$ cat src/core/dpce_pkg.sv
`default_nettype none

package dpce_pkg;

  // ==========================================================
  // erase sequencer states
  typedef enum logic [2:0] {
    ST_IDLE,
    ST_RAM_REQ,
    ST_RAM_WAIT,
    ST_FLASH_REQ,
    ST_FLASH_WAIT
  } dpce_state_e;

  // ==========================================================
  // request bundle toward the memory and flash controllers
  typedef struct packed {
    logic ramClear;      // wipe all volatile memories
    logic flashErase;    // erase main array incl. eeprom emulation, not aux rows
    logic clearSecurity; // drop the security bit
  } dpce_mem_req_s;

  localparam logic       PROBE_RESET_VAL = 1'b0;
  localparam logic       DONE_RESET_VAL  = 1'b0;
  localparam logic       HOLD_RESET_VAL  = 1'b0;
  localparam logic       HIST_RESET_VAL  = 1'h0;
  localparam logic       BUSY_RESET_VAL  = 1'h0;
  localparam logic [2:0] MEM_REQ_IDLE    = 3'h0;

endpackage : dpce_pkg

`default_nettype wire

$ cat src/core/dpce_probe_erase.sv
`timescale 1ns/100ps
`default_nettype none

module dpce_probe_erase (
  input  wire logic                   clk,
  input  wire logic                   rst,
  input  wire logic                   porActive,
  input  wire logic                   extResetActive,
  input  wire logic                   swclkLow,
  input  wire logic                   securityBit,
  input  wire logic                   guardProtect,
  input  wire logic                   eraseCmdWrite,
  input  wire logic                   eraseCmdBit,
  input  wire logic                   cpuHoldRelease,
  input  wire logic                   ramClearDone,
  input  wire logic                   flashEraseDone,
  output logic                        probe_attached_flag,
  output logic                        erase_done_flag,
  output logic                        eraseBusy,
  output logic                        cpuResetHold,
  output dpce_pkg::dpce_mem_req_s     memReq
);
  import dpce_pkg::*;

  // ==========================================================
  // probe detection
  logic        extResetDly_r;
  logic        swclkDly_r;
  logic        probe_r;
  logic        probe_nxt;
  logic        hold_r;
  logic        hold_nxt;

  // ==========================================================
  // detection decode
  // pads live after por
  wire padsLive    = ~porActive;
  // external reset released at this edge
  wire extReleased = extResetDly_r & ~extResetActive;
  // swclk driven low at this edge
  wire swclkFell   = swclkDly_r & swclkLow;

  // cold plug: swclk held low while external reset releases after por
  wire coldPlug = extReleased & swclkLow & padsLive;
  // hot plug: falling swclk edge outside reset
  wire hotPlug  = swclkFell & ~extResetActive & padsLive;
  wire hotOk    = hotPlug & ~securityBit;

  assign probe_nxt = probe_r | coldPlug | hotOk;
  // a cold plug wins over a release in the same cycle
  // hold cpu on cold plug
  assign hold_nxt  = coldPlug | (hold_r & ~cpuHoldRelease);

  // ==========================================================
  // detection registers
  // pin history; a cleared history cannot look like an edge after reset
  always_ff @(posedge clk or posedge rst) begin
    if (rst) begin
      extResetDly_r <= HIST_RESET_VAL;
      swclkDly_r    <= HIST_RESET_VAL;
    end else begin
      extResetDly_r <= extResetActive;
      swclkDly_r    <= ~swclkLow;
    end
  end

  // sticky probe attached flag, cleared only by reset
  always_ff @(posedge clk or posedge rst) begin
    if (rst) begin
      probe_r <= PROBE_RESET_VAL;
    end else begin
      probe_r <= probe_nxt;
    end
  end

  // cpu reset hold
  always_ff @(posedge clk or posedge rst) begin
    if (rst) begin
      hold_r <= HOLD_RESET_VAL;
    end else begin
      hold_r <= hold_nxt;
    end
  end

  // ==========================================================
  // chip erase sequencer
  dpce_state_e   state_r;
  dpce_state_e   state_nxt;
  logic          done_r;
  logic          done_nxt;
  dpce_mem_req_s req_r;
  dpce_mem_req_s req_nxt;

  // ==========================================================
  // erase command decode
  // start on one written
  wire eraseStart = eraseCmdWrite & eraseCmdBit & ~guardProtect;

  // ==========================================================
  // next state and request decode
  always_comb begin
    // hold state and flag, no request unless a state asks
    state_nxt = state_r;
    done_nxt  = done_r;
    req_nxt   = MEM_REQ_IDLE;
    case (state_r)
      ST_IDLE: begin
        if (eraseStart) begin
          done_nxt  = 1'b0;
          state_nxt = ST_RAM_REQ;
        end
      end
      ST_RAM_REQ: begin
        req_nxt.ramClear = 1'b1;
        state_nxt        = ST_RAM_WAIT;
      end
      ST_RAM_WAIT: begin
        req_nxt.ramClear = ~ramClearDone;
        if (ramClearDone) begin
          state_nxt = ST_FLASH_REQ;
        end
      end
      ST_FLASH_REQ: begin
        req_nxt.flashErase    = 1'b1;
        req_nxt.clearSecurity = 1'b1;
        state_nxt             = ST_FLASH_WAIT;
      end
      ST_FLASH_WAIT: begin
        req_nxt.flashErase    = ~flashEraseDone;
        req_nxt.clearSecurity = ~flashEraseDone;
        if (flashEraseDone) begin
          done_nxt  = 1'b1;
          state_nxt = ST_IDLE;
        end
      end
      default: begin
        state_nxt = ST_IDLE;
      end
    endcase
  end

  // ==========================================================
  // sequencer registers
  // erase sequencer state
  always_ff @(posedge clk or posedge rst) begin
    if (rst) begin
      state_r <= ST_IDLE;
    end else begin
      state_r <= state_nxt;
    end
  end

  // erase done flag
  always_ff @(posedge clk or posedge rst) begin
    if (rst) begin
      done_r <= DONE_RESET_VAL;
    end else begin
      done_r <= done_nxt;
    end
  end

  // request bundle toward the controllers
  always_ff @(posedge clk or posedge rst) begin
    if (rst) begin
      req_r <= MEM_REQ_IDLE;
    end else begin
      req_r <= req_nxt;
    end
  end

  // ==========================================================
  // busy flag
  // decoded from the state being entered, so busy rises with the start edge
  wire  busy_nxt = (state_nxt != ST_IDLE);
  logic busy_r;

  // busy flag register
  always_ff @(posedge clk or posedge rst) begin
    if (rst) begin
      busy_r <= BUSY_RESET_VAL;
    end else begin
      busy_r <= busy_nxt;
    end
  end

  // ==========================================================
  // outputs straight from flops
  assign probe_attached_flag = probe_r;
  assign erase_done_flag     = done_r;
  assign eraseBusy           = busy_r;
  assign cpuResetHold        = hold_r;
  assign memReq              = req_r;

endmodule : dpce_probe_erase

`default_nettype wire

$ cat config.mk
export PLATFORM = sky130hd
export DESIGN_NAME = dpce_probe_erase
export DESIGN_NICKNAME = d
export VERILOG_FILES = /design/src/core/dpce_pkg.sv /design/src/core/dpce_probe_erase.sv
export SDC_FILE = /design/constraint.sdc
export NUM_CORES = 1
export LEC_CHECK = 0
export ABC_AREA = 0
export BUFFER_PORTS_ARGS = -buffer_cell sky130_fd_sc_hd__buf_2
export CORE_AREA = 2 2 39 41
export CTS_CLUSTER_SIZE = 20
export DETAILED_ROUTE_END_ITERATION = 8
export DIE_AREA = 0 0 41 43
export PLACE_DENSITY = 0.55
export SYNTH_ARGS = -nofsm -noshare
export SYNTH_HDL_FRONTEND = slang
export SYNTH_SLANG_ARGS = --single-unit
$ cat constraint.sdc
create_clock -name clk -period 3.1 [get_ports clk]
set_clock_uncertainty 0.05 [all_clocks]
set_input_delay 0.31 -clock clk [delete_from_list [all_inputs] [get_ports clk]]
set_output_delay 0.31 -clock clk [all_outputs]
set_load 0.01 [all_outputs]
==> results of run 1 <==
-- report_power, final --
part / switching, mW / internal (mW) / leakage (nW)
combinational: 0.0587 / 0.0599 / 0.148
clock: 0.0444 / 0.0496 / 0.0150
sequential: 0.0297 / 0.182 / 0.136
total: 0.133 / 0.292 / 0.299
-- final cells by class --
type	count	share of cell area
sequential	11	0.479
timing repair buffer	19	0.174
clock buffer	4	0.0458
tap	16	0.0349
multi-input combinational	23	0.246
inverter	3	0.0196
-- stage by stage --
step	setup WS (ns)	power, mW	hold WS [ns]
after floorplan	2.12	0.292	0.112
after global placement	2.05	0.332	0.272
after detailed placement	2.02	0.333	0.272
after CTS	1.95	0.431	0.115
after global routing	1.92	0.459	0.108
final	1.97	0.424	0.123
-- registers in the layout (all words and copies together) (netlist names) --
register,count
state_r,3
memReq,2
cpuResetHold,1
eraseBusy,1
erase_done_flag,1
extResetDly_r,1
probe_attached_flag,1
swclkDly_r,1
-- kinds of logic after synthesis --
logic type / synth area share
flip-flops: 0.632
AND/OR/NAND/NOR: 0.236
AO/OA/AOI/OAI: 0.0891
buffers and inverters: 0.0431
-- how the worst max path moves through the flow --
stage / endpoint
floorplan: memReq[2]
global placement: probe_attached_flag
detailed placement: probe_attached_flag
CTS: erase_done_flag
global route: erase_done_flag
finish: erase_done_flag
-- cells in the final DEF, fill, tap and decap left out --
master         Yosys  layout
a21oi_1            1       1
a21oi_2            1       1
and3_1             1       1
buf_2              0      18
clkbuf_1           0       1
clkbuf_4           0       3
dfrtp_1           11      11
dlygate4sd3_1      0       1
inv_1              3       3
nand2_1            4       4
nand2b_1           3       3
nand3b_1           2       2
nand4_1            1       1
nand4bb_1          1       1
nor2_1             1       1
nor2_2             1       1
nor2b_1            1       1
nor3b_1            1       1
o211ai_1           1       1
o21a_1             1       1
o21ai_0            2       2
or2_1              1       1
-- per-layer routing --
layer,part of all wire,vias to the layer above
met4,0,0
met5,0,-
li1,-,171
met3,0.062,0
met1,0.44,146
met2,0.50,10
==> flow_metrics.env, run 1 <==
export IMPL_gr_usage_met3=0.0314
export IMPL_startpoint="erase_done_flag"
export IMPL_synthToLayoutAreaGrowth_pct=31.9
export IMPL_ir_drop_mv=0.315
export IMPL_grtUsageMet2=0.175
export IMPL_reg2regPathDepth=3
export IMPL_grt_pass1_vias=322
export IMPL_critical_path_class="flop to primary output"
export IMPL_vias=327
export IMPL_ys_flop_type="dfrtp_1"
export IMPL_initial_utilization=0.315
export IMPL_multi_input_area_um2=141
export IMPL_ant_nets=0
export IMPL_finalNetCount=73
export IMPL_fmax_mhz=881
export IMPL_path_delay_family="flip-flops"
export IMPL_fin_area_um2=574
export IMPL_cts_resized_gates=0
export IMPL_core_um2=1380
export IMPL_power_density_nw_per_um2=739
export IMPL_finalCritPeriodShare=0.366
export IMPL_ctsHtreeMaxLevel=1
export IMPL_status="finished, final reports clean"
export IMPL_cp_end_kind="primary output"
export IMPL_maxSlewViolCount=0
export IMPL_reg2reg_setup_slack_ns=2.07
export IMPL_wl_per_cell_um=10.3
export IMPL_first_iter_violations=1
export IMPL_synthDistinctLibCells=19
export IMPL_final_instance_count_excl_fill=76
export IMPL_firstDrtPassIters=3
export IMPL_hp_start="extResetActive"
export IMPL_dp_cells=71
export IMPL_antenna_found_initial=0
export IMPL_ys_ff_latch=11
export IMPL_synth_top_cell_area_share=0.632
export IMPL_cp_arrival_ns=0.77
export IMPL_post_synth_top_count_cell="dfrtp_1"
export IMPL_io_pins=19
export IMPL_synth_common_cells="11 x dfrtp_1, 4 x nand2_1, 3 x inv_1, 3 x nand2b_1"
export IMPL_slowest_delay_ns=0.38
export IMPL_yosys_warnings=0
export IMPL_grt_first_pass_wirelength_um=1230
export IMPL_antenna_cells=0
export IMPL_final_core_util=0.415
export IMPL_setup_viol=0
export IMPL_grt_setup_unrepaired="no"
export IMPL_die_area_um2=1760
export IMPL_cp_cell_sequence="buf_2"
export IMPL_tightest_slew_ns=0.417
export IMPL_drive_above_1_share=0.383
export IMPL_critical_path_peak_fanout=2
export IMPL_fill_cells=135
export IMPL_path_depth=1
export IMPL_post_cts_setup_buffer_count=0
export IMPL_use_met1=0.121
export IMPL_async_flop_share=1.00
export IMPL_synth_top_cells_by_area="dfrtp_1 63%, nand2b_1 4.3%, nand2_1 3.4%, nand3b_1 3.4%, inv_1 2.6%"
export IMPL_finalHoldViolations=0
export IMPL_grt_ovfl_total=0
export IMPL_drt_vias_per_instance=4.30
export IMPL_syn_area_per_cell_um2=11.5
export IMPL_synth_nets=50
export IMPL_dpl_hpwl_um=608
export IMPL_port_buffer_count=18
export IMPL_tns_ns=0
export IMPL_cp_slowest_cell="dfrtp_1"
export IMPL_gp_congestion=0.711
export IMPL_grt_max_degree=12
export IMPL_p_leak_nw=0.299
export IMPL_cts_tree="done"
export IMPL_wirelength_um=780
export IMPL_reg2reg_from="state_r[0]"
export IMPL_r2r_end="erase_done_flag"
export IMPL_synth_seq_area_share=0.632
export IMPL_place_area_um2=538
export IMPL_min_period_ns=1.13
export IMPL_hold_depth=1
export IMPL_max_cap_viol_count=0
export IMPL_cts_root_buf="clkbuf_4"
export IMPL_cp_required_ns=2.74
export IMPL_dieHeight_um=43
export IMPL_hold_end="extResetDly_r"
export IMPL_numCtsBuffers=3
export IMPL_clk_insertion_delay_late_ns=0.26
export IMPL_critPathLaunchType="flop"
export IMPL_clkTransAtPathRegs_ns=0.07
export IMPL_cts_num_sinks=11
export IMPL_crit_buf_inv=1
export IMPL_cts_hold_buf=1
export IMPL_grt_busiest_layer="met2"
export IMPL_yosysTopAreaCell="dfrtp_1"
export IMPL_synth_edff_count=0
export IMPL_hold_class="input pin to flop"
export IMPL_synth_area_um2=435
export IMPL_relSlewSlack=0.722
export IMPL_clk_path_buf_depth=2
export IMPL_fp_row_count=14
export IMPL_groute_usage_overall=0.109
export IMPL_netlist_instances=38
export IMPL_ff_latch_area_um2=275
export IMPL_die_x_um=41
export IMPL_drc=0
No activity file was read; power rests on OpenSTA's default activity.
==> run 2, diff against run 1 <==
ABC_AREA = 1   (was 0)
PLACE_DENSITY = 0.57   (was 0.55)
clock period = 0.95 ns   (was 3.1 ns; I/O delays follow)
==> run 2 against run 1 <==
Effect of this change:
- the flow now finishes with violations (setup timing)
- worst hold slack worse by 0.082 ns
- sequential share of layout area down 6.9 points
- routed wire length up 9.6%
- register-to-register slack worse by 2.1 ns
- first-iteration DRC count down 100%
- design area up 17%
- clock power rose to 3.3 times the previous value
- highest routed layer is now met4
==> flow_metrics.env, run 2 <==
export IMPL_cp_end_kind="flop"
export IMPL_max_cap_viol_count=0
export IMPL_status="complete, but fails checks"
export IMPL_cts_root_buf="clkbuf_4"
export IMPL_ff_latch_area_um2=277
export IMPL_setup_viol=4
export IMPL_vias=377
export IMPL_tns_ns=-0.137
export IMPL_synth_top_cell_area_share=0.625
export IMPL_power_frac_clock=0.191
export IMPL_synth_simple_area_share=0.250
export IMPL_drive_above_1_share=0.479
export IMPL_ant_nets=0
export IMPL_synth_area_um2=440
export IMPL_synthXorXnorAreaFrac=0
export IMPL_finalPower_mw=1.62
export IMPL_synth_area_mux_share=0
export IMPL_groute_usage_overall=0.116
export IMPL_dp_cells=80
export IMPL_mostFrequentLayoutCells="14 x buf_2, 10 x dfrtp_1, 7 x nand2_1, 5 x inv_1, 5 x dlygate4sd3_1"
export IMPL_grt_pass1_vias=360
export IMPL_critical_path_class="flop to flop"
export IMPL_yosysTopAreaCell="dfrtp_1"
export IMPL_synth_compound_area_frac=0.0227
export IMPL_port_buffer_count=18
export IMPL_ys_ff_latch=11
export IMPL_clkTransAtPathRegs_ns=0.07
export IMPL_drt_vias_per_instance=4.24
export IMPL_synth_common_cells="11 x dfrtp_1, 7 x nand2_1, 6 x inv_1, 6 x nand3_1, 4 x nor2_1"
export IMPL_fin_area_um2=674
export IMPL_violations="setup timing"
export IMPL_grt_ovfl_total=0
export IMPL_die_area_um2=1760
export IMPL_grt_setup_unrepaired="yes"
export IMPL_p_leak_nw=0.348
export IMPL_antenna_found_initial=0
export IMPL_cp_required_ns=1.06
export IMPL_p_comb_frac=0.372
export IMPL_met3_length_um=42
export IMPL_tightest_slew_ns=0.403
export IMPL_multi_input_area_um2=153
export IMPL_synth_edff_count=0
export IMPL_fin_hold_ws_ns=0.0410
export IMPL_drc=0
export IMPL_initial_utilization=0.318
export IMPL_power_density_nw_per_um2=2410
export IMPL_synth_fa_ha_area_frac=0
export IMPL_cts_tree="done"
export IMPL_largest_reg_flops=3
export IMPL_clk_insertion_delay_late_ns=0.26
export IMPL_dieHeight_um=43
export IMPL_async_flop_share=1.00
export IMPL_io_pins=19
export IMPL_hold_class="input pin to flop"
export IMPL_regMostFlops="state_r"
export IMPL_fill_cells=135
export IMPL_first_iter_violations=0
export IMPL_ctsHtreeMaxLevel=1
export IMPL_ir_drop_mv=0.916
export IMPL_firstDrtPassIters=1
export IMPL_place_ws_ns=-0.0366
export IMPL_internal_power_mw=1.07
export IMPL_clk_path_buf_depth=2
export IMPL_synthToLayoutAreaGrowth_pct=53.1
export IMPL_p_seq_frac=0.437
export IMPL_synthDistinctLibCells=13
export IMPL_wirelength_um=855
export IMPL_die_x_um=41
export IMPL_wl_met1_um=386
export IMPL_finalNetCount=86
export IMPL_place_area_um2=543
export IMPL_maxSlewViolCount=0
export IMPL_gp_congestion=0.811
export IMPL_fp_row_count=14
export IMPL_final_core_util=0.487
export IMPL_grt_max_degree=12
export IMPL_core_um2=1380
export IMPL_grt_first_pass_wirelength_um=1350
export IMPL_final_common_cell="buf_2"
export IMPL_maxUsedRoutingLayer="met4"
export IMPL_dpl_hpwl_um=575
export IMPL_synth_seq_area_share=0.625
export IMPL_synth_nets=59
export IMPL_yosys_warnings=0
export IMPL_switching_share=0.343
export IMPL_synth_top_family_by_area="simple AND/OR/NAND/NOR gates"
export IMPL_relSlewSlack=0.731
export IMPL_antenna_cells=0
export IMPL_fmax_mhz=993
export IMPL_min_period_ns=1.01
export IMPL_synth_top_cells_by_area="dfrtp_1 63%, nand3_1 6.8%, nand2_1 6.0%, inv_1 5.1%, nor2_1 3.4%"
export IMPL_post_synth_top_count_cell="dfrtp_1"
export IMPL_syn_area_per_cell_um2=9.37
export IMPL_wl_met2_um=413
export IMPL_cp_arrival_ns=1.12
export IMPL_final_instance_count_excl_fill=89
export IMPL_finalHoldViolations=0
export IMPL_finalCritPeriodShare=1.06
export IMPL_switchingPower_mw=0.556
export IMPL_critPathLaunchType="flop"
export IMPL_wl_per_cell_um=9.61
export IMPL_ys_flop_type="dfrtp_1"
export IMPL_cts_num_sinks=11
export IMPL_setup_ws_ns=-0.0566
export IMPL_numCtsBuffers=3
export IMPL_critical_path_peak_fanout=3
export IMPL_netlist_instances=47
## run 2: changes by cell type after synthesis, moves of 3 or more
cell	before	now
inv_1	3	6
inv_2	0	3
nand2_1	4	7
nand2b_1	3	0
nand3_1	0	6
nor2_1	1	4
## run 2: what timing repair did
item	4_1_cts	5_1_grt
hold buffers	5	0
gates resized for setup	2	11
setup buffers	0	2
setup endpoints to repair	1	11
pin swaps	0	7
endpoints found under the hold margin	15	0
cloned	0	0
## run 2: power by group through the flow
stage,Clock [mW],Combinational (mW),Sequential [mW]
3_5_place_dp,0,0.428,0.681
4_1_cts,0.335,0.453,0.673
3_3_place_gp,0,0.431,0.682
2_1_floorplan,0,0.256,0.716
6_report,0.310,0.603,0.710
5_1_grt,0.355,0.674,0.724
## run 2: area by class of cell
class / instances / area share
Inverter: 10 / 0.0557
Clock buffer: 4 / 0.0390
Multi-Input combinational cell: 25 / 0.226
Tap cell: 16 / 0.0297
Timing Repair Buffer: 23 / 0.239
Sequential cell: 11 / 0.410
## run 2: cells by family (layout without fill, tap and decap cells)
| group | count (synthesis) | after routing |
|---|---|---|
| compound gates | 2 | 2 |
| buf+inv | 11 | 37 |
| simple gates | 23 | 23 |
| flops | 11 | 11 |
## run 2: worst paths after layout
check | slack [ns] | depth (start not counted) | start | end
hold reg to reg | 0.43 | 1 | probe_attached_flag | probe_attached_flag
setup reg to reg | -0.06 | 6 | state_r[0] | eraseBusy
hold / removal | 0.04 | 3 | flashEraseDone | erase_done_flag
min in group asynchronous | 0.30 | 3 | rst | memReq[0]
max in group asynchronous | 0.24 | 3 | rst | state_r[1]
setup / recovery | -0.06 | 6 | state_r[0] | eraseBusy
## run 2: metal layers
| metal | GRT usage | up-vias |
|---|---|---|
| met5 | 0 | - |
| met4 | 0.100 | 0 |
| met3 | 0.0157 | 2 |
| met2 | 0.156 | 12 |
| met1 | 0.154 | 162 |
| li1 | - | 201 |
## run 2: critical path, stage by stage (launching register included)
cell and delay [ns]:
dfrtp_1 0.43, inv_2 0.09, nor2_2 0.03, nand2_1 0.10, nand2_2 0.08, nor2_2 0.07
nand2_1 0.05
==> run 3, diff against run 2 <==
ABC_AREA = not set   (was 1)
GPL_ROUTABILITY_DRIVEN = 0   (was not set)
==> run 3 against run 2 <==
Effect of this change:
- the run still ends with setup timing left
- via count fell by 1.9%
- sequential cell count unchanged
- die area unchanged
- count of clock-buffer cells in the layout is the same
==> flow_metrics.env, run 3 (synthesis gave the netlist of run 1 again) <==
export IMPL_status="complete, but fails checks"
export IMPL_violations="setup timing"
export IMPL_critPathLaunchType="flop"
export IMPL_critical_path_class="flop to flop"
export IMPL_fmax_mhz=983
export IMPL_critical_path_peak_fanout=3
export IMPL_grt_ovfl_total=0
export IMPL_antenna_cells=0
export IMPL_setup_ws_ns=-0.0668
export IMPL_relSlewSlack=0.718
export IMPL_tightest_slew_ns=0.423
export IMPL_cp_end_kind="flop"
export IMPL_finalPower_mw=1.66
export IMPL_antenna_found_initial=0
export IMPL_drc=0
export IMPL_multi_input_area_um2=165
export IMPL_reg2reg_setup_slack_ns=-0.07
export IMPL_ir_drop_mv=1.34
export IMPL_firstDrtPassIters=2
export IMPL_ff_latch_area_um2=277
export IMPL_groute_usage_overall=0.128
export IMPL_cp_required_ns=1.10
export IMPL_numCtsBuffers=3
export IMPL_port_buffer_count=18
export IMPL_grt_pass1_vias=358
export IMPL_max_cap_viol_count=0
export IMPL_reg2reg_from="state_r[0]"
export IMPL_power_density_nw_per_um2=2430
export IMPL_grt_first_pass_wirelength_um=1420
export IMPL_clkTransAtPathRegs_ns=0.07
export IMPL_wl_per_cell_um=10.4
export IMPL_cts_root_buf="clkbuf_4"
export IMPL_hp_start="ramClearDone"
export IMPL_finalNetCount=81
export IMPL_largest_reg_flops=3
export IMPL_ctsHtreeMaxLevel=1
export IMPL_hold_depth=3
export IMPL_dieHeight_um=43
export IMPL_regMostFlops="state_r"
export IMPL_setup_viol=4
export IMPL_p_leak_nw=0.350
export IMPL_finalCritPeriodShare=1.07
export IMPL_final_common_cell="buf_2"
export IMPL_wirelength_um=874
export IMPL_maxSlewViolCount=0
export IMPL_fill_cells=137
export IMPL_cp_arrival_ns=1.17
export IMPL_vias=370
export IMPL_grt_setup_unrepaired="yes"
export IMPL_mostFrequentLayoutCells="16 x buf_2, 10 x dfrtp_1, 4 x nand2_1, 4 x dlygate4sd3_1, 4 x buf_4"
export IMPL_final_instance_count_excl_fill=84
export IMPL_die_x_um=41
export IMPL_grt_max_degree=12
export IMPL_cts_num_sinks=11
export IMPL_hold_class="input pin to flop"
export IMPL_finalHoldViolations=0
export IMPL_clk_path_buf_depth=2
export IMPL_drive_above_1_share=0.471
export IMPL_reg2regPathDepth=3
export IMPL_first_iter_violations=1
export IMPL_fin_hold_ws_ns=0.0406
export IMPL_die_area_um2=1760
export IMPL_io_pins=19
export IMPL_min_period_ns=1.02
export IMPL_clk_insertion_delay_late_ns=0.27
export IMPL_initial_utilization=0.315
export IMPL_dpl_hpwl_um=608
export IMPL_r2r_end="memReq[2]"
export IMPL_drt_vias_per_instance=4.40
export IMPL_ant_nets=0
export IMPL_cts_tree="done"
export IMPL_dp_cells=73
export IMPL_fp_row_count=14
export IMPL_place_ws_ns=-0.0894
export IMPL_synthToLayoutAreaGrowth_pct=56.9
export IMPL_hold_end="memReq[2]"
export IMPL_core_um2=1380
-- run 3: how the worst max path moves through the flow --
stage	from	end	slack (ns)
global route	state_r[1]	memReq[2]	-0.11
detailed placement	state_r[0]	erase_done_flag	-0.09
finish	state_r[0]	memReq[2]	-0.07
floorplan	state_r[0]	memReq[2]	-0.03
global placement	state_r[0]	memReq[2]	-0.06
CTS	state_r[1]	erase_done_flag	-0.07
-- run 3: metrics by stage --
step / instance area (µm²) / util / setup TNS [ns]
floorplan: 435 / - / -0.0414
global placement: 553 / 0.400 / -0.167
detailed placement: 553 / 0.400 / -0.222
CTS: 634 / 0.458 / -0.162
global route: 683 / 0.494 / -0.590
finish: 683 / 0.494 / -0.132
-- run 3: layer usage --
metal	part of all wire	global-route usage
met1	0.44	0.136
met2	0.49	0.181
met3	0.069	0.0942
met4	0	0.0600
met5	0	0
-- run 3: power breakdown --
group	internal (mW)	leakage (nW)	switching, mW
Clock	0.162	0.0150	0.157
Combinational	0.380	0.200	0.271
Sequential	0.598	0.135	0.0904
-- run 3: final cells by class --
| type | count | share of cell area |
|---|---|---|
| well taps | 16 | 0.0293 |
| clock buffers | 4 | 0.0385 |
| multi-input cells | 23 | 0.242 |
| inverters | 3 | 0.0165 |
| repair buffers | 27 | 0.269 |
| flip-flops and latches | 11 | 0.405 |
-- run 3: critical path, stage by stage, from the launching register on --
cell and delay, ns:
dfrtp_1 0.42, nand2b_4 0.16, or2_1 0.21, a21oi_2 0.11
-- run 3: what timing repair did --
action,in CTS,in global routing
gates resized for setup,1,8
hold buffers,4,0
setup endpoints to repair,6,13
setup buffers,1,2
pin swaps,4,4
cloned,0,0
hold endpoints to repair,14,0
